File: src/core/swp_pkg.sv
package swp_pkg;
	// register bus widths
	localparam int             ADDR_W          = 8;
	localparam int             DATA_W          = 8;
	localparam int             NUM_PORTS       = 2;

	// register offsets
	localparam logic [7:0]     OFS_P1_CTRL     = 8'h1d;
	localparam logic [7:0]     OFS_P2_CTRL     = 8'h2d;
	localparam logic [7:0]     OFS_PWR_MODE    = 8'hc3;
	localparam logic [7:0]     OFS_SLEEP_DLY   = 8'hc4;

	// field positions
	localparam int             BIT_PORT_PD     = 3;
	localparam int             BIT_PLL_DIS     = 2;
	localparam int             BIT_LP_STAT     = 7;

	// reset values
	localparam logic [7:0]     RST_PORT_CTRL   = 8'h00;
	localparam logic [6:0]     RST_PWR_MODE    = 7'h00;
	localparam logic [7:0]     RST_SLEEP_DLY   = 8'h50;

	// power-mode codes
	localparam logic [1:0]     MODE_NORMAL     = 2'h0;
	localparam logic [1:0]     MODE_ENERGY     = 2'h1;
	localparam logic [1:0]     MODE_SOFT_PD    = 2'h2;
	localparam logic [1:0]     MODE_PWR_SAVE   = 2'h3;

	// timing
	localparam int             CLK_FREQ_HZ     = 40_000_000;
	localparam int             PULSE_WIDTH_NS  = 120;
	localparam int             PULSE_RATE_HZ   = 1;
	localparam int             SLEEP_UNIT_US   = 1000;
	localparam int             PULSE_WIDTH_CYC = (PULSE_WIDTH_NS * (CLK_FREQ_HZ / 1_000_000)
		+ 999) / 1000;
	localparam int             PULSE_PERIOD_CYC = CLK_FREQ_HZ / PULSE_RATE_HZ;
	localparam int             SLEEP_UNIT_CYC  = SLEEP_UNIT_US * (CLK_FREQ_HZ / 1_000_000);

	// power states
	typedef enum logic [2:0] {
		ST_NORMAL,
		ST_ED_AWAKE,
		ST_ED_SLEEP,
		ST_SOFT_PD,
		ST_PS_WAIT,
		ST_PS_SAVE
	} swp_state_type;
endpackage : swp_pkg

File: src/core/swp_idle_timer.sv
`timescale 1ns/10ps
module swp_idle_timer #(
	parameter int UNIT_CYC = 40000
) (
	input  logic       clk,
	input  logic       rst_n,
	input  logic       run,
	input  logic [7:0] delay,
	output logic       expired
);
	localparam int PW = $clog2(UNIT_CYC + 1);

	logic [PW-1:0] pre_r;       // unit prescaler
	logic [PW-1:0] pre_nxt;
	logic [8:0]    cnt_r;       // idle units seen, saturating
	logic [8:0]    cnt_nxt;
	logic          expired_r;   // idle time longer than delay
	logic          expired_nxt;

	// count idle units while running, clear otherwise
	always_comb begin
		pre_nxt     = pre_r;
		cnt_nxt     = cnt_r;
		expired_nxt = run && (cnt_r > {1'b0, delay});
		if (!run) begin
			pre_nxt = '0;
			cnt_nxt = '0;
		end else if (pre_r == PW'(UNIT_CYC - 1)) begin
			pre_nxt = '0;
			// saturate so a long idle cannot wrap
			if (cnt_r != 9'h1ff) begin
				cnt_nxt = cnt_r + 9'h001;
			end
		end else begin
			pre_nxt = pre_r + PW'(1);
		end
	end

	// registers
	always_ff @(posedge clk or negedge rst_n) begin
		if (!rst_n) begin
			pre_r     <= '0;
			cnt_r     <= '0;
			expired_r <= 1'b0;
		end else begin
			pre_r     <= pre_nxt;
			cnt_r     <= cnt_nxt;
			expired_r <= expired_nxt;
		end
	end

	assign expired = expired_r;
endmodule : swp_idle_timer

File: src/core/swp_pulse_gen.sv
`timescale 1ns/10ps
module swp_pulse_gen #(
	parameter int PERIOD_CYC = 40000000,
	parameter int WIDTH_CYC  = 5
) (
	input  logic clk,
	input  logic rst_n,
	input  logic en,
	output logic pulse
);
	localparam int CW = $clog2(PERIOD_CYC + 1);

	logic [CW-1:0] cnt_r;     // position within the period
	logic [CW-1:0] cnt_nxt;
	logic          pulse_r;   // line pulse, high at period start
	logic          pulse_nxt;

	// free period counter, restarted whenever disabled
	always_comb begin
		pulse_nxt = en && (cnt_r < CW'(WIDTH_CYC));
		if (!en || (cnt_r == CW'(PERIOD_CYC - 1))) begin
			cnt_nxt = '0;
		end else begin
			cnt_nxt = cnt_r + CW'(1);
		end
	end

	// registers
	always_ff @(posedge clk or negedge rst_n) begin
		if (!rst_n) begin
			cnt_r   <= '0;
			pulse_r <= 1'b0;
		end else begin
			cnt_r   <= cnt_nxt;
			pulse_r <= pulse_nxt;
		end
	end

	assign pulse = pulse_r;
endmodule : swp_pulse_gen

File: src/core/swp_power_ctrl.sv
// Overview of operation
// - two-bit field picks one of four modes
// - port control bit 3 powers down PHY
// - mode field resets to normal
// - normal: clocks, PHY, MAC, host all on
// - energy-detect has awake and low-power states
// - sleep after idle longer than go-sleep delay
// - low power: only energy detector and PLL; wake on energy
// - low power: 120 ns pulse once per second
// - bit 2 also stops PLL in energy-detect
// - soft power-down stops clocks, PHY, MAC
// - writing 00 leaves soft power-down
// - power-saving needs 11, autoneg, no cable
// - power-saving turns off only unused receiver
// - cable or link attempt wakes the PHY
// - management PHY register also powers down port
`timescale 1ns/10ps
module swp_power_ctrl
#(
	parameter int PULSE_PERIOD = swp_pkg::PULSE_PERIOD_CYC,
	parameter int SLEEP_UNIT   = swp_pkg::SLEEP_UNIT_CYC
) (
	input  logic                           clk,
	input  logic                           resetn,
	input  logic [swp_pkg::ADDR_W-1:0]     addr,
	input  logic [swp_pkg::DATA_W-1:0]     wdata,
	input  logic                           wr,
	input  logic                           rd,
	output logic [swp_pkg::DATA_W-1:0]     rdata,
	input  logic [swp_pkg::NUM_PORTS-1:0]  energy,
	input  logic                           link_attempt,
	input  logic                           an_enable,
	input  logic [swp_pkg::NUM_PORTS-1:0]  miim_pdown,
	output logic                           pll_en,
	output logic                           mac_en,
	output logic                           host_if_en,
	output logic [swp_pkg::NUM_PORTS-1:0]  phy_tx_en,
	output logic [swp_pkg::NUM_PORTS-1:0]  phy_rx_en,
	output logic                           energy_det_en,
	output logic                           low_power,
	output logic                           line_pulse
);
	import swp_pkg::*;

	// reset synchroniser
	logic          rst_meta_r;        // first stage, read only by second
	logic          rst_n_r;           // released reset used everywhere
	// software registers
	logic [7:0]    p1_ctrl_r;         // port 1 phy control
	logic [7:0]    p1_ctrl_nxt;
	logic [7:0]    p2_ctrl_r;         // port 2 phy control
	logic [7:0]    p2_ctrl_nxt;
	logic [6:0]    pmode_r;           // power mode control, writable bits
	logic [6:0]    pmode_nxt;
	logic [7:0]    sleep_dly_r;       // go-sleep delay
	logic [7:0]    sleep_dly_nxt;
	logic [7:0]    rdata_r;           // read data, one cycle after strobe
	logic [7:0]    rdata_nxt;
	// power state and derived enables
	swp_state_type state_r;
	swp_state_type state_nxt;
	logic          pll_en_r;
	logic          pll_en_nxt;
	logic          mac_en_r;
	logic          mac_en_nxt;
	logic          host_en_r;
	logic          host_en_nxt;
	logic [1:0]    tx_en_r;
	logic [1:0]    tx_en_nxt;
	logic [1:0]    rx_en_r;
	logic [1:0]    rx_en_nxt;
	logic          ed_en_r;
	logic          ed_en_nxt;
	logic          lp_r;
	logic          lp_nxt;
	logic [1:0]    mode;              // selected power mode
	logic          energy_any;        // energy on either cable
	logic          idle_run;          // idle timer counting
	logic          idle_expired;      // idle longer than delay
	logic          pulse_en;          // line pulses wanted
	logic [1:0]    port_off;          // per-port power-down request
	logic          pwr_wr;            // write to power mode register
	assign mode       = pmode_r[1:0];
	assign energy_any = |energy;
	assign pwr_wr     = wr && (addr == OFS_PWR_MODE);
	assign port_off   = {p2_ctrl_r[BIT_PORT_PD] | miim_pdown[1],
		p1_ctrl_r[BIT_PORT_PD] | miim_pdown[0]};
	// state to enter when the host selects a mode
	function automatic swp_state_type entry_state(input logic [1:0] m);
		case (m)
			MODE_ENERGY:   entry_state = ST_ED_AWAKE;
			MODE_SOFT_PD:  entry_state = ST_SOFT_PD;
			MODE_PWR_SAVE: entry_state = ST_PS_WAIT;
			default:       entry_state = ST_NORMAL;
		endcase
	endfunction : entry_state
	// reset release through two flops
	always_ff @(posedge clk or negedge resetn) begin
		if (!resetn) begin
			rst_meta_r <= 1'b0;
			rst_n_r    <= 1'b0;
		end else begin
			rst_meta_r <= 1'b1;
			rst_n_r    <= rst_meta_r;
		end
	end
	// register writes and reads
	always_comb begin
		p1_ctrl_nxt   = p1_ctrl_r;
		p2_ctrl_nxt   = p2_ctrl_r;
		pmode_nxt     = pmode_r;
		sleep_dly_nxt = sleep_dly_r;
		rdata_nxt     = rdata_r;
		// mode field moves only on a host write
		if (wr) begin
			case (addr)
				OFS_P1_CTRL:   p1_ctrl_nxt   = wdata;
				OFS_P2_CTRL:   p2_ctrl_nxt   = wdata;
				OFS_PWR_MODE:  pmode_nxt     = wdata[6:0];
				OFS_SLEEP_DLY: sleep_dly_nxt = wdata;
				default:       ;
			endcase
		end
		// unmapped reads return zero
		if (rd) begin
			case (addr)
				OFS_P1_CTRL:   rdata_nxt = p1_ctrl_r;
				OFS_P2_CTRL:   rdata_nxt = p2_ctrl_r;
				OFS_PWR_MODE:  rdata_nxt = {lp_r, pmode_r};
				OFS_SLEEP_DLY: rdata_nxt = sleep_dly_r;
				default:       rdata_nxt = 8'h00;
			endcase
		end
	end

	// register file flops, all contents kept in every power state
	always_ff @(posedge clk or negedge rst_n_r) begin
		if (!rst_n_r) begin
			p1_ctrl_r   <= RST_PORT_CTRL;
			p2_ctrl_r   <= RST_PORT_CTRL;
			pmode_r     <= RST_PWR_MODE;
			sleep_dly_r <= RST_SLEEP_DLY;
			rdata_r     <= 8'h00;
		end else begin
			p1_ctrl_r   <= p1_ctrl_nxt;
			p2_ctrl_r   <= p2_ctrl_nxt;
			pmode_r     <= pmode_nxt;
			sleep_dly_r <= sleep_dly_nxt;
			rdata_r     <= rdata_nxt;
		end
	end

	// power state machine
	always_comb begin
		state_nxt = state_r;
		case (state_r)
			// awake half of energy-detect
			ST_ED_AWAKE: begin
				if (mode != MODE_ENERGY) begin
					state_nxt = entry_state(mode);
				end else if (idle_expired) begin
					state_nxt = ST_ED_SLEEP;
				end
			end
			// low-power half of energy-detect
			ST_ED_SLEEP: begin
				if (mode != MODE_ENERGY) begin
					state_nxt = entry_state(mode);
				end else if (energy_any) begin
					state_nxt = ST_ED_AWAKE;
				end
			end
			// power-saving armed but line still in use
			ST_PS_WAIT: begin
				if (mode != MODE_PWR_SAVE) begin
					state_nxt = entry_state(mode);
				end else if (an_enable && !energy_any && !link_attempt) begin
					state_nxt = ST_PS_SAVE;
				end
			end
			// receiver sections off
			ST_PS_SAVE: begin
				if (mode != MODE_PWR_SAVE) begin
					state_nxt = entry_state(mode);
				end else if (energy_any || link_attempt || !an_enable) begin
					state_nxt = ST_PS_WAIT;
				end
			end
			// normal and soft power-down follow the field directly
			default: begin
				state_nxt = entry_state(mode);
			end
		endcase
	end

	// block enables per state
	always_comb begin
		pll_en_nxt  = 1'b1;
		mac_en_nxt  = 1'b1;
		host_en_nxt = 1'b1;
		tx_en_nxt   = ~port_off;
		rx_en_nxt   = ~port_off;
		ed_en_nxt   = 1'b0;
		lp_nxt      = 1'b0;
		case (state_r)
			// energy detector stays on, and the PLL too unless bit 2 is set
			ST_ED_SLEEP: begin
				pll_en_nxt  = ~pmode_r[BIT_PLL_DIS];
				mac_en_nxt  = 1'b0;
				host_en_nxt = 1'b0;
				tx_en_nxt   = 2'h0;
				rx_en_nxt   = 2'h0;
				ed_en_nxt   = 1'b1;
				lp_nxt      = 1'b1;
			end
			// everything stopped
			ST_SOFT_PD: begin
				pll_en_nxt  = 1'b0;
				mac_en_nxt  = 1'b0;
				host_en_nxt = 1'b0;
				tx_en_nxt   = 2'h0;
				rx_en_nxt   = 2'h0;
				lp_nxt      = 1'b1;
			end
			// transmitter kept, unused receiver off
			ST_PS_SAVE: begin
				rx_en_nxt = 2'h0;
				ed_en_nxt = 1'b1;
				lp_nxt    = 1'b1;
			end
			// normal, awake and waiting states run fully
			default: pll_en_nxt = 1'b1;
		endcase
	end

	// state and enable flops
	always_ff @(posedge clk or negedge rst_n_r) begin
		if (!rst_n_r) begin
			state_r   <= ST_NORMAL;
			pll_en_r  <= 1'b1;
			mac_en_r  <= 1'b1;
			host_en_r <= 1'b1;
			tx_en_r   <= 2'h3;
			rx_en_r   <= 2'h3;
			ed_en_r   <= 1'b0;
			lp_r      <= 1'b0;
		end else begin
			state_r   <= state_nxt;
			pll_en_r  <= pll_en_nxt;
			mac_en_r  <= mac_en_nxt;
			host_en_r <= host_en_nxt;
			tx_en_r   <= tx_en_nxt;
			rx_en_r   <= rx_en_nxt;
			ed_en_r   <= ed_en_nxt;
			lp_r      <= lp_nxt;
		end
	end

	assign idle_run = (state_r == ST_ED_AWAKE) && !energy_any;
	assign pulse_en = (state_r == ST_ED_SLEEP);
	// idle time against the go-sleep delay
	swp_idle_timer #(
		.UNIT_CYC (SLEEP_UNIT)
	) u_idle (
		.clk     (clk),
		.rst_n   (rst_n_r),
		.run     (idle_run),
		.delay   (sleep_dly_r),
		.expired (idle_expired)
	);

	// link pulses while asleep
	swp_pulse_gen #(
		.PERIOD_CYC (PULSE_PERIOD),
		.WIDTH_CYC  (PULSE_WIDTH_CYC)
	) u_pulse (
		.clk   (clk),
		.rst_n (rst_n_r),
		.en    (pulse_en),
		.pulse (line_pulse)
	);

	assign rdata         = rdata_r;
	assign pll_en        = pll_en_r;
	assign mac_en        = mac_en_r;
	assign host_if_en    = host_en_r;
	assign phy_tx_en     = tx_en_r;
	assign phy_rx_en     = rx_en_r;
	assign energy_det_en = ed_en_r;
	assign low_power     = lp_r;

	// checks
	a_mode_reset: assert property (@(posedge clk) $rose(rst_n_r) |-> (mode == MODE_NORMAL))
		else $error("mode not normal after reset");
	a_mode_write: assert property (@(posedge clk) disable iff (!rst_n_r)
		pwr_wr |=> (mode == $past(wdata[1:0])))
		else $error("mode field did not take write");
	a_mode_hold: assert property (@(posedge clk) disable iff (!rst_n_r)
		!pwr_wr |=> $stable(mode))
		else $error("mode field changed without write");
	a_normal_on: assert property (@(posedge clk) disable iff (!rst_n_r)
		(state_r == ST_NORMAL) |=> (pll_en && mac_en && host_if_en))
		else $error("normal mode block disabled");
	a_port_down: assert property (@(posedge clk) disable iff (!rst_n_r)
		port_off[0] |=> !phy_tx_en[0] && !phy_rx_en[0])
		else $error("port 1 phy not powered down");
	a_soft_off: assert property (@(posedge clk) disable iff (!rst_n_r)
		(state_r == ST_SOFT_PD) |=> (!pll_en && !mac_en && phy_tx_en == 2'h0))
		else $error("soft power-down left blocks on");
	a_soft_exit: assert property (@(posedge clk) disable iff (!rst_n_r)
		(state_r == ST_SOFT_PD) && pwr_wr && (wdata[1:0] == MODE_NORMAL)
		|=> ##1 (state_r == ST_NORMAL))
		else $error("soft power-down not left");
	a_ed_wake: assert property (@(posedge clk) disable iff (!rst_n_r)
		(state_r == ST_ED_SLEEP) && energy_any && (mode == MODE_ENERGY) && !pwr_wr
		|=> (state_r == ST_ED_AWAKE) ##1 mac_en)
		else $error("energy did not wake device");
	a_pll_dis: assert property (@(posedge clk) disable iff (!rst_n_r)
		(state_r == ST_ED_SLEEP) && pmode_r[BIT_PLL_DIS] |=> !pll_en)
		else $error("pll not disabled in sleep");
	a_ps_keep: assert property (@(posedge clk) disable iff (!rst_n_r)
		(state_r == ST_PS_SAVE) |=> (pll_en && mac_en && host_if_en && phy_rx_en == 2'h0))
		else $error("power-saving enables wrong");
	a_ps_enter: assert property (@(posedge clk) disable iff (!rst_n_r)
		(state_r != ST_PS_SAVE) ##1 (state_r == ST_PS_SAVE)
		|-> $past(mode == MODE_PWR_SAVE && an_enable && !energy_any))
		else $error("power-saving entered without conditions");
	c_ed_sleep: cover property (@(posedge clk) disable iff (!rst_n_r)
		(state_r == ST_ED_AWAKE) ##1 (state_r == ST_ED_SLEEP));
	c_soft_pd: cover property (@(posedge clk) disable iff (!rst_n_r)
		(state_r == ST_SOFT_PD) ##1 (state_r == ST_NORMAL));
	c_ps_wake: cover property (@(posedge clk) disable iff (!rst_n_r)
		(state_r == ST_PS_SAVE) ##1 (state_r == ST_PS_WAIT));
endmodule : swp_power_ctrl

File: config.mk
export PLATFORM = sky130hd
export DESIGN_NAME = swp_power_ctrl
export DESIGN_NICKNAME = d
export VERILOG_FILES = /design/src/core/swp_pkg.sv /design/src/core/swp_idle_timer.sv /design/src/core/swp_pulse_gen.sv /design/src/core/swp_power_ctrl.sv
export SDC_FILE = /design/constraint.sdc
export NUM_CORES = 1
export LEC_CHECK = 0
export BUFFER_PORTS_ARGS = -buffer_cell sky130_fd_sc_hd__clkbuf_2
export CELL_PAD_IN_SITES_DETAIL_PLACEMENT = 2
export CELL_PAD_IN_SITES_GLOBAL_PLACEMENT = 2
export CORE_UTILIZATION = 36
export CTS_BUF_LIST = sky130_fd_sc_hd__clkbuf_8
export DETAILED_ROUTE_END_ITERATION = 8
export PLACE_DENSITY_LB_ADDON = 0.1
export SYNTH_ARGS = -nofsm -noshare
export SYNTH_HDL_FRONTEND = slang
export SYNTH_SLANG_ARGS = --single-unit
File: constraint.sdc
create_clock -name clk -period 3.3 [get_ports clk]
set_clock_uncertainty 0.2 [all_clocks]
set_input_delay 0.165 -clock clk [delete_from_list [all_inputs] [get_ports clk]]
set_output_delay 0.165 -clock clk [all_outputs]
set_load 0.005 [all_outputs]
==> After elaboration in Yosys (flattened, before gate mapping) <==
Cells that the tools add are included.
{ "totals": {"output_inout_bits": 18, "reg_bits": 105} }
{ "op_classes": {"n_mux": 23, "eq_ne": 23, "reduce_logical": 22, "magnitude_cmp": 2, "bitwise": 4, "add_sub_neg": 3} }
{ "op_table": {"columns": ["operator", "n"], "rows": [
  ["16-bit 2-to-1 mux", 2],
  ["8-bit case mux with 4 select lines", 1],
  ["9-bit 2-to-1 mux", 3],
  ["26-bit by 1-bit adder with 26-bit output, second input constant", 1],
  ["26-bit equality test, second input constant", 1],
  ["26-bit by 3-bit < comparator with 1-bit output, second input constant", 1],
  ["26-bit 2-to-1 mux", 1],
  ["3-bit 2-to-1 mux", 8],
  ["16-bit by 1-bit adder with 16-bit output, second input constant", 1],
  ["16-bit equality test, second input constant", 1],
  ["8-bit equality test, second input constant", 2],
  ["3-bit case mux with 4 select lines", 1],
  ["2-bit AND reduction", 5],
  ["9-bit by 1-bit adder with 9-bit output, second input constant", 1],
  ["9-bit by 8-bit > comparator with 1-bit output", 1],
  ["3-bit inequality test, second input constant", 3],
  ["9-bit inequality test, second input constant", 1],
  ["3-bit case mux with 3 select lines", 1],
  ["8-bit by 5-bit equality test with 1-bit output, second input constant", 1],
  ["8-bit by 6-bit equality test with 1-bit output, second input constant", 1],
  ["3-bit by 2-bit equality test with 1-bit output, second input constant", 2],
  ["3-bit equality test, second input constant", 2],
  ["2-bit inequality test, second input constant", 3],
  ["2-bit OR reduction", 3],
  ["other kinds (16)", 30]
]} }

==> Longest topological paths before layout <==
Gate-level depths: netlist of the first run.
{ "depth": {"depth_word": 7, "ltp_mapped": 8} }

==> Hierarchy <==
A second synthesis of the first run with hierarchy kept.
{ "unflattened": {"hier_cells": 549, "area_unflattened_um2": 5587.9} }
{ "modules_own_cells": {"columns": ["module", "n_inst", "area_each_um2", "cells_each"], "rows": [
  ["swp_power_ctrl", 1, 2581.2, 234],
  ["swp_idle_timer", 1, 1542.7, 157],
  ["swp_pulse_gen", 1, 1463.9, 158]
]} }

==> Worst setup path before layout of the first run <==
OpenSTA, ideal clock, no wires.
{ "synth_path": {"path_type": "register to register", "startpoint": "register u_idle.cnt_r[2]", "endpoint": "register u_idle.cnt_r[2]", "stages_incl_launch_ff": 9, "t_required_ns": 3.022, "synth_period_minus_slack_ns": 2.276, "arrival_time_ns": 1.998, "slack_ns": 1.024, "path_cell_list": "dfrtp_1 and3_1 nand3_1 nor2_1 ha_1 or3_4 buf_2 or4_1 a21oi_1"} }
{ "synth_between": {"elab_chain_len": 4} }
{ "synth_lines": {"columns": ["element", "line", "rtl"], "rows": [
  ["start: declaration", "swp_idle_timer.sv:15", "logic [8:0] cnt_r;"],
  ["start signal: assignment", "swp_idle_timer.sv:47", "cnt_r <= cnt_nxt;"],
  ["9-bit by 1-bit adder with 9-bit output", "swp_idle_timer.sv:32", "cnt_nxt = cnt_r + 9'h001;"],
  ["9-bit 2-to-1 mux", "swp_idle_timer.sv:31", "if (cnt_r != 9'h1ff) begin"],
  ["9-bit 2-to-1 mux", "swp_idle_timer.sv:28", "end else if (pre_r == PW'(UNIT_CYC - 1)) begin"],
  ["9-bit 2-to-1 mux", "swp_idle_timer.sv:25", "if (!run) begin"]
]} }
Several ways; a longest one is shown, not always the timed one. The select of a mux whose other input is x is not followed.
A chain may end at the register's enable or synchronous reset.

==> Worst setup path after layout of the first run <==
{ "layout_path": {"startpoint": "register state_r[0]", "endpoint": "register u_idle.pre_r[14]"} }
{ "layout_between": {"elab_chain_len": 3} }
{ "layout_lines": {"columns": ["element", "line", "rtl"], "rows": [
  ["start: declaration", "swp_power_ctrl.sv:60", "swp_state_type state_r;"],
  ["start signal: assignment", "swp_power_ctrl.sv:248", "state_r <= state_nxt;"],
  ["3-bit by 1-bit equality test with 1-bit output", "swp_power_ctrl.sv:259", "assign idle_run = (state_r == ST_ED_AWAKE) && !energy_any;"],
  ["1-bit logical AND", "swp_power_ctrl.sv:259", null],
  ["16-bit 2-to-1 mux", "swp_idle_timer.sv:25", null],
  ["named net u_idle.pre_nxt[14]", "swp_idle_timer.sv:14", "logic [PW-1:0] pre_nxt;"],
  ["end signal: assignment", "swp_idle_timer.sv:46", "pre_r <= pre_nxt;"],
  ["end: declaration", "swp_idle_timer.sv:13", "logic [PW-1:0] pre_r;"]
]} }
The timed path passes the listed nets, and every way through them passes these cells.

==> results of run 1 <==
## cell usage after synthesis, drive strengths merged, types with 3 or more instances
library cell and count:
a2111oi 10, or3 11, or3b 3, o21ai 14
o31ai 14, ha 19, nor4 14, and4 3
clkbuf 11, nand2 22, o22ai 11, nand4 9
nor2 42, xor2 7, a21oi 24, dfrtp 97
and3 8, inv 50, mux2 31, nor4b 5
nor3b 3, nand4bb 4, or4 16, buf 11
nor3 27, xnor2 20, dfstp 8, nand3 24
## registers in the layout (all words and copies together), names as in the netlist, 3 cells and up
name and cells:
u_idle.pre_r 16, p1_ctrl_r 8, u_idle.cnt_r 9, u_pulse.cnt_r 26
rdata 8, pmode_r 7, sleep_dly_r 8, p2_ctrl_r 8
state_r 3
## worst max path at each step
stage,startpoint,to,slack (ns),cells after the start
after global routing,state_r[0],u_idle.pre_r[3],0.64,4
after detailed placement,state_r[1],u_idle.pre_r[14],0.82,4
after floorplan,u_idle.cnt_r[2],u_idle.cnt_r[2],1.02,8
after CTS,state_r[0],u_idle.pre_r[10],0.79,4
after global placement,addr[3],p1_ctrl_r[7],0.92,6
final,state_r[0],u_idle.pre_r[14],0.83,4
## worst min-delay path: stages
cell      delay, ns
clkbuf_2       0.10
nor4b_1        0.07
xnor2_1        0.19
o22ai_1        0.09
## logic make-up (layout without fill, tap and decap cells)
family,count (synthesis),in the layout
mux,33,33
xor+xnor,27,27
flops,105,105
fa+ha+maj,19,19
other cells,1,1
buf+inv,72,129
simple gates,199,199
compound gates,82,82
## power breakdown
group          leakage, nW  internal (mW)  switching, mW
Combinational         1.01          0.173          0.252
Clock                0.100          0.373          0.487
Sequential            1.42           1.37         0.0746
## per-layer routing
metal,wire length (um),part of all wire
met1,6742,0.45
met2,7673,0.51
met3,358,0.024
met4,170,0.011
met5,0,0
## what timing repair did
action                     in CTS  in global routing
resized for setup               0                  0
hold buffers                   14                  0
hold endpoints to repair       46                  0
setup endpoints to repair       0                  0
## stage by stage
stage / total power [mW] / util / hold slack (ns) / worst slack (ns) / area, um2
global route: 2.864 / 0.4231 / 0.1103 / 0.6381 / 6196
finish: 2.733 / 0.4231 / 0.06319 / 0.8293 / 6196
detailed placement: 1.892 / 0.3996 / -0.2483 / 0.8154 / 5852
global placement: 1.864 / 0.3996 / -0.2491 / 0.9152 / 5852
floorplan: 1.706 / - / -0.3306 / 1.024 / 5449
CTS: 2.775 / 0.4231 / 0.03781 / 0.7896 / 6196
## area by class of cell
class / count / share of cell area
Timing Repair Buffer: 63 / 0.06664
Clock inverter: 6 / 0.01070
Inverter: 50 / 0.03029
Sequential cell: 105 / 0.4263
Tap cell: 184 / 0.03716
Clock buffer: 10 / 0.02221
Multi-Input combinational cell: 361 / 0.4067
==> flow_summary.ini, run 1 <==
[critical_path]
cp.arrival_ns = 2.59
r2r-start = state_r[0]
timing.rr.end = u_idle.pre_r[14]
required_ns = 3.42
cp_max_fo = 15
r2r_cells = 4
slowest_stage = or3_1
criticalPathCategory = flop to flop
regToRegSetupSlack_ns = 0.83
start_kind = flop
slowest_delay_ns = 0.55
cp_num_buf_inv = 0
path_cells = or3b_1 > or3_1 > a41o_1 > a21oi_1
cpLargestDelayFamily = simple AND/OR/NAND/NOR gates
critPathCaptureType = flop

[global_route]
grt_pass1_vias = 4901
use_met1 = 0.2578
grt_util_met3 = 0.03680
antenna_found_initial = 0
grt_util_met2 = 0.3664
grt_max_degree = 76
grt_pass1_wl_um = 25540
top_usage_layer = met2
grt_overflow = 0
gr-usage-all-layers = 0.2065

[cts]
clock_latency_ns = 0.39
clk_pin_slew_worst_paths_ns = 0.11
cts_setup_buffers = 0
cts_tree = done
numCtsBuffers = 9
cts_sinks = 105
clock-root-buffer = clkbuf_8
cts_max_level = 3
clk_path_buf_depth = 2

[cells_and_area]
final_layout_size_suffix_gt1_frac = 0.1933
fin_nets = 635
multi_input_area_um2 = 2520
final_cell_mix = dfrtp_1, inv_1, clkbuf_2
layout.cells.non_filler = 779
fill_cells = 1563
area_growth_pct = 13.73
regArea_um2 = 2641
diodes = 0
final_common_cell = dfrtp_1

[timing]
setup_tns_ns = 0
rsz0062_at_grt = no
fin_crit_sh = 0.7487
slew-limit-headroom = 0.5618
hold_violations = 0
setup_violations = 0
fin_crit_ns = 2.471
maxSlewViolCount = 0
worstMarginPinSlew_ns = 0.6408
timing.fmax_mhz = 404.7

[pwr]
power_leakage_nw = 2.535
vdd_drop_max_mv = 0.1838
powerDensity_nw_per_um2 = 441.2

[route]
vias_per_cell = 5.597
antenna_left = 0
drt_pre_antenna_iters = 6
drc_errors = 18
routed_wirelength_um = 14950
dr.first_iter.drc_count = 160
wl_per_cell_um = 19.18
via_count = 4360

[floorplanning]
start_util = 0.3720
core_um2 = 14640
die_w_um = 125.0
die_y_um = 125.0
dieArea_um2 = 15630
rows = 44
io_pins = 44

[logic_synthesis]
syn_area_um2 = 5448
synth_compound_area_frac = 0.09715
yosysWarnings = 0
synth_top_family_by_area = simple AND/OR/NAND/NOR gates
synthFlopType = dfrtp_1
synth_edf_count = 0
synth-xor-area-share = 0.04341
async_reset_ff_frac = 1.000
yosysSeqAreaShare = 0.4842
synth_top_cell_area_share = 0.4456
synth_largest_area_cell = dfrtp_1
avgSynthCellArea_um2 = 10.13
ys_types = 55
yosys.area_share.simple = 0.2099
syn_inst = 538
synth_seq_cells = 105
synth_fp_nets = 583
synth_area_leaders = dfrtp_1, mux2_2, ha_1
synthAdderAreaFrac = 0.04364
synthMuxAreaShare = 0.06775

[placed_design]
dp_hpwl_um = 10670
dp.cells = 749
io_buffer_count = 43
gp_congestion = 0.8077

[hold_path]
hold_path_depth = 4
hold_start = energy[0]
worst_hold_path.endpoint = state_r[2]
hold_class = input pin to flop

[run_status]
violations = design-rule violations
status = finished with violations

[run]
maxCapViolCount = 0
No activity file was read; power rests on OpenSTA's default activity.
==> run 2: changes to the inputs <==
- ABC_AREA: unset -> 1
- CORE_UTILIZATION: 36 -> 33
- clock period: 3.3 -> 2.18 ns (I/O delays scaled with it)
==> run 2 against run 1 <==
  * The flow now finishes without violations
  * Non-clock buffer count grew 9
  * Via count grew 23%
  * Global-route usage grew 0.38 points
  * Core utilization shrank 3.3 points
  * Synthesized cell count grew 47%
  * Final area grew 9.7%
  * Cell count grew 40%
  * Sequential power grew 43%
  * Maximum frequency grew 26%
  * Highest routed layer unchanged
==> flow_summary.ini, run 2 <==
[pwr]
p_int_mw = 2.536
power_leakage_nw = 3.237
powerDensity_nw_per_um2 = 514.9
vdd_drop_max_mv = 0.2827
p_clk_frac = 0.325
comb_power_share = 0.083
power_frac_seq = 0.592
swShare = 0.2753
power.switching_mw = 0.9632

[logic_synthesis]
yosysWarnings = 0
synth_common_cells = nand2_1, nor2_1, dfrtp_1
avgSynthCellArea_um2 = 7.480
synthMuxAreaShare = 0
synth_fp_nets = 838
yosys.area_share.simple = 0.3569
synth_compound_area_frac = 0.05906
synth_seq_cells = 105
synth_largest_area_cell = dfrtp_1
synth_top_cell_area_share = 0.4092
yosysSeqAreaShare = 0.4446
syn_area_um2 = 5932
async_reset_ff_frac = 1.000
synth_edf_count = 0
synth-xor-area-share = 0.02362
synthFlopType = dfrtp_1
yosysMostFrequentCell = nand2_1
synthAdderAreaFrac = 0.04008
ys_types = 31
synth_area_leaders = dfrtp_1, nand2_1, nor2_1
synth_top_family_by_area = simple AND/OR/NAND/NOR gates
syn_inst = 793

[critical_path]
cp_common_cell = nand2_1
cp.arrival_ns = 2.09
cp_num_buf_inv = 2
cp_max_fo = 10
critPathCaptureType = flop
path_cells = ha_1 > nand2_1 > inv_1 > nand3_1 > nor2_1 > ha_1 > inv_2 > nand3_4 > nand2_2 > nand2_1 > nand2_1
required_ns = 2.31
slowest_delay_ns = 0.44
cpLargestDelayFamily = simple AND/OR/NAND/NOR gates
slowest_stage = dfrtp_1
criticalPathCategory = flop to flop
start_kind = flop

[cells_and_area]
largest_reg_flops = 26
regMostFlops = u_pulse.cnt_r
area_growth_pct = 14.55
final_layout_size_suffix_gt1_frac = 0.1266
fill_cells = 2121
fin_nets = 909
regArea_um2 = 2641
final_common_cell = nand2_1
multi_input_area_um2 = 2856
reg.largest.list = u_pulse.cnt_r: 26 flops, u_idle.pre_r: 16 flops, u_idle.cnt_r: 9 flops
final_cell_mix = nand2_1, nor2_1, dfrtp_1
diodes = 0

[floorplanning]
die_y_um = 136.1
rows = 48
start_util = 0.3406
core_um2 = 17420
dieArea_um2 = 18520
die_w_um = 136.1
io_pins = 44

[timing]
rsz0062_at_grt = no
setup_violations = 0
fin_ws_ns = 0.2191
fin_crit_ns = 1.961
setup_tns_ns = 0
fin_crit_sh = 0.8995
timing.fmax_mhz = 510.0
maxSlewViolCount = 0
slew-limit-headroom = 0.5853
worstMarginPinSlew_ns = 0.6221
hold_violations = 0

[route]
wl_per_cell_um = 16.46
via_count = 5360
antenna_left = 0
dr.first_iter.drc_count = 160
drt_pre_antenna_iters = 4
vias_per_cell = 4.899
routed_wirelength_um = 18010
drc_errors = 0

[hold_path]
hold_class = input pin to flop

[global_route]
grt_max_degree = 43
grt_pass1_wl_um = 30140
grt_pass1_vias = 6060
antenna_found_initial = 0
grt_util_met2 = 0.3785
top_usage_layer = met2
grt_overflow = 0
gr-usage-all-layers = 0.2103
use_met1 = 0.2611
grt_util_met3 = 0.03505

[placed_design]
dp_hpwl_um = 13770
gp_congestion = 0.7791
place_ws_ns = 0.1250
io_buffer_count = 43

[cts]
clock_latency_ns = 0.39
cts_tree = done
cts_max_level = 3
clock-root-buffer = clkbuf_8
cts_sinks = 105
clk_pin_slew_worst_paths_ns = 0.11
numCtsBuffers = 9
clk_path_buf_depth = 2

[run]
maxCapViolCount = 0

[run_status]
status = finished, final reports clean
run 2: changes by cell type after synthesis, sizes merged, moves of 21 or more:
cell   before  now
nand2      22  244
nor2       42  138
nand3      24   76
inv        50   93
mux2       31    0
o21ai      14   35
run 2: path summary, 6_finish.rpt:
path,slack (ns),cells past startpoint,start,to
min,0.01,7,addr[5],p1_ctrl_r[7]
max in group asynchronous,0.97,1,rst_n_r,sleep_dly_r[4]
min in group asynchronous,0.16,0,rst_n_r,low_power
max,0.22,11,u_idle.cnt_r[0],u_idle.cnt_r[2]
max reg2reg,0.22,11,u_idle.cnt_r[0],u_idle.cnt_r[2]
min reg2reg,0.16,0,rst_n_r,low_power
run 2: area by class of cell:
cell class                 count  share of cell area
multi-input combinational    583              0.4204
sequential                   105              0.3887
timing repair buffer          72             0.07402
inverter                      93             0.05137
tap                          225             0.04143
clock buffer                   9             0.01823
clock inverter                 7            0.005892
run 2: per-stage QoR:
step	hold WS (ns)	cell area [um2]	instances	power, mW	util
after detailed placement	-0.3029	6429	1058	2.382	0.3691
after global routing	0.03915	6795	1094	3.680	0.3902
final	0.01392	6795	1094	3.499	0.3902
after CTS	0.01382	6773	1092	3.548	0.3889
after global placement	-0.3060	6429	1058	2.362	0.3691
after floorplan	-0.3866	5933	793	2.252	-
run 2: repair_timing:
item                                    4_1_cts  5_1_grt
resized for setup                             0        2
hold buffers                                 18        0
setup buffers                                 0        2
endpoints found under the setup margin        0       10
hold endpoints to repair                     46        0
run 2: cells by family after synthesis:
kind of cell / Yosys count
DFF: 105
xor gates and xnor gates: 16
buffers and inverters: 105
adders and majority gates: 19
AOI/OAI and AO/OA: 60
and+or+nand+nor: 487
other: 1
run 2: worst reg2reg max path, stage by stage, from the launching register on:
cell and delay, ns:
dfrtp_1 0.44, ha_1 0.23, nand2_1 0.08, inv_1 0.09, nand3_1 0.10, nor2_1 0.05
ha_1 0.18, inv_2 0.10, nand3_4 0.15, nand2_2 0.14, nand2_1 0.06, nand2_1 0.06
run 2: power groups by stage:
| stage | logic (mW) | registers (mW) | clock network, mW |
|---|---|---|---|
| after floorplan | 0.144 | 2.11 | 0 |
| after global placement | 0.256 | 2.11 | 0 |
| after detailed placement | 0.271 | 2.11 | 0 |
| after CTS | 0.298 | 2.07 | 1.18 |
| after global routing | 0.327 | 2.08 | 1.27 |
| final | 0.290 | 2.07 | 1.14 |
run 2: per-layer routing:
| metal | vias to the layer above | wire length [um] |
|---|---|---|
| met3 | 14 | 375 |
| met1 | 2682 | 8249 |
| met2 | 47 | 9167 |
| li1 | 2617 | - |
| met5 | - | 0 |
| met4 | 0 | 214 |
==> run 3: changes to the inputs <==
- RECOVER_POWER: unset -> 50
==> run 3 against run 2 <==
  * Largest cell class unchanged
  * Largest power group unchanged
  * Critical path type unchanged
  * Highest routed layer unchanged
  * Worst setup slack is essentially flat
  * First-iteration DRC count shrank 1.9%
  * Clock-buffer cell count is the same
==> flow_summary.ini, run 3 (same netlist as run 2, synthesis figures left out) <==
[pwr]
powerDensity_nw_per_um2 = 516.6
power_leakage_nw = 3.203
power_mw = 3.489
vdd_drop_max_mv = 0.2827

[cells_and_area]
finalInstanceArea_um2 = 6754
largest_reg_flops = 26
layout.cells.non_filler = 1094
final_cell_mix = nand2_1, nor2_1, dfrtp_1
fin_nets = 909
regMostFlops = u_pulse.cnt_r
reg.largest.list = u_pulse.cnt_r: 26 flops, u_idle.pre_r: 16 flops, u_idle.cnt_r: 9 flops
final_layout_size_suffix_gt1_frac = 0.1185
final_common_cell = nand2_1
area_growth_pct = 13.86
diodes = 0
regArea_um2 = 2639
multi_input_area_um2 = 2856
fill_cells = 2132

[route]
routed_wirelength_um = 17990
drc_errors = 0
dr.first_iter.drc_count = 157
via_count = 5381
wl_per_cell_um = 16.45
vias_per_cell = 4.919
drt_pre_antenna_iters = 4
antenna_left = 0

[timing]
worstMarginPinSlew_ns = 0.9579
setup_tns_ns = 0
slew-limit-headroom = 0.3614
hold_slack_ns = 0.01483
hold_violations = 0
fin_crit_ns = 1.961
rsz0062_at_grt = no
setup_violations = 0
maxSlewViolCount = 0
timing.fmax_mhz = 509.9
fin_crit_sh = 0.8997

[hold_path]
hold_class = input pin to flop

[floorplanning]
die_y_um = 136.1
dieArea_um2 = 18520
io_pins = 44
start_util = 0.3406
rows = 48
core_um2 = 17420
die_w_um = 136.1

[critical_path]
cpLargestDelayFamily = simple AND/OR/NAND/NOR gates
start_kind = flop
cp_num_buf_inv = 2
slowest_delay_ns = 0.44
regToRegSetupSlack_ns = 0.22
cp.arrival_ns = 2.09
cp_max_fo = 10
criticalPathCategory = flop to flop
path_cells = ha_1 > nand2_1 > inv_1 > nand3_1 > nor2_1 > ha_1 > inv_2 > nand3_4 > nand2_2 > nand2_1 > nand2_1
slowest_stage = dfrtp_1
required_ns = 2.31
cp_common_cell = nand2_1
critPathCaptureType = flop

[cts]
clk_pin_slew_worst_paths_ns = 0.11
clock_latency_ns = 0.39
numCtsBuffers = 9
cts_tree = done
clock-root-buffer = clkbuf_8
cts_max_level = 3
cts_sinks = 105
clk_path_buf_depth = 2

[global_route]
grt_pass1_vias = 6060
antenna_found_initial = 0
grt_overflow = 0
grt_pass1_wl_um = 30140
gr-usage-all-layers = 0.2103
grt_max_degree = 43

[placed_design]
io_buffer_count = 43
dp.cells = 1058
gp_congestion = 0.7791
dp_hpwl_um = 13770
place_area_um2 = 6429

[run]
maxCapViolCount = 0

[run_status]
status = finished, final reports clean
run 3: cell types whose count changed in the layout (fill, tap and decap cells not counted), sizes merged:
cell and change:
clkbuf +3, buf -3
run 3: path summary, 6_finish.rpt:
| kind | start | end | depth (start not counted) |
|---|---|---|---|
| worst max-delay path | u_idle.cnt_r[0] | u_idle.cnt_r[2] | 11 |
| worst min-delay path | addr[5] | p1_ctrl_r[7] | 7 |
| worst max register to register | u_idle.cnt_r[0] | u_idle.cnt_r[2] | 11 |
| worst min register to register | rst_meta_r | rst_n_r | 0 |
| max in group asynchronous | rst_n_r | u_idle.cnt_r[2] | 1 |
| min in group asynchronous | rst_n_r | low_power | 0 |
run 3: timing repair:
action	in CTS	in global routing
endpoints found under the setup margin	0	10
hold buffers	18	0
hold endpoints to repair	46	0
buffers inserted	0	2
resized for setup	0	2
run 3: power breakdown:
group / internal (mW) / total, mW / switching, mW / leakage (nW)
clock network: 0.407 / 1.14 / 0.728 / 0.0894
logic: 0.109 / 0.283 / 0.175 / 1.69
registers: 2.01 / 2.07 / 0.0575 / 1.42
run 3: cell type report:
| cell class | count | area share |
|---|---|---|
| clock buffers | 9 | 0.01834 |
| inverters | 93 | 0.05169 |
| well taps | 225 | 0.04168 |
| clock inverters | 7 | 0.005928 |
| repair buffers | 72 | 0.06873 |
| multi-input cells | 583 | 0.4229 |
| flip-flops and latches | 105 | 0.3907 |
run 3: worst reg2reg max path: cells and delay by family, from the launching register on:
| kind | cells | cell delay (ns) |
|---|---|---|
| and+or+nand+nor | 7 | 0.64 |
| DFF | 1 | 0.44 |
| adders and majority gates | 2 | 0.41 |
| buffers and inverters | 2 | 0.19 |
run 3: stage by stage:
stage / util / worst slack [ns]
floorplan: - / 0.2274
global placement: 0.3691 / 0.2278
detailed placement: 0.3691 / 0.1250
CTS: 0.3889 / 0.07420
global route: 0.3878 / 0.02244
finish: 0.3878 / 0.2187
run 3: metal layers:
layer	up-vias	wire (um)	global-route usage
met5	-	0	0
met4	0	214	0.04506
met3	14	377	0.03505
met2	50	9156	0.3785
met1	2697	8244	0.2611
li1	2620	-	-
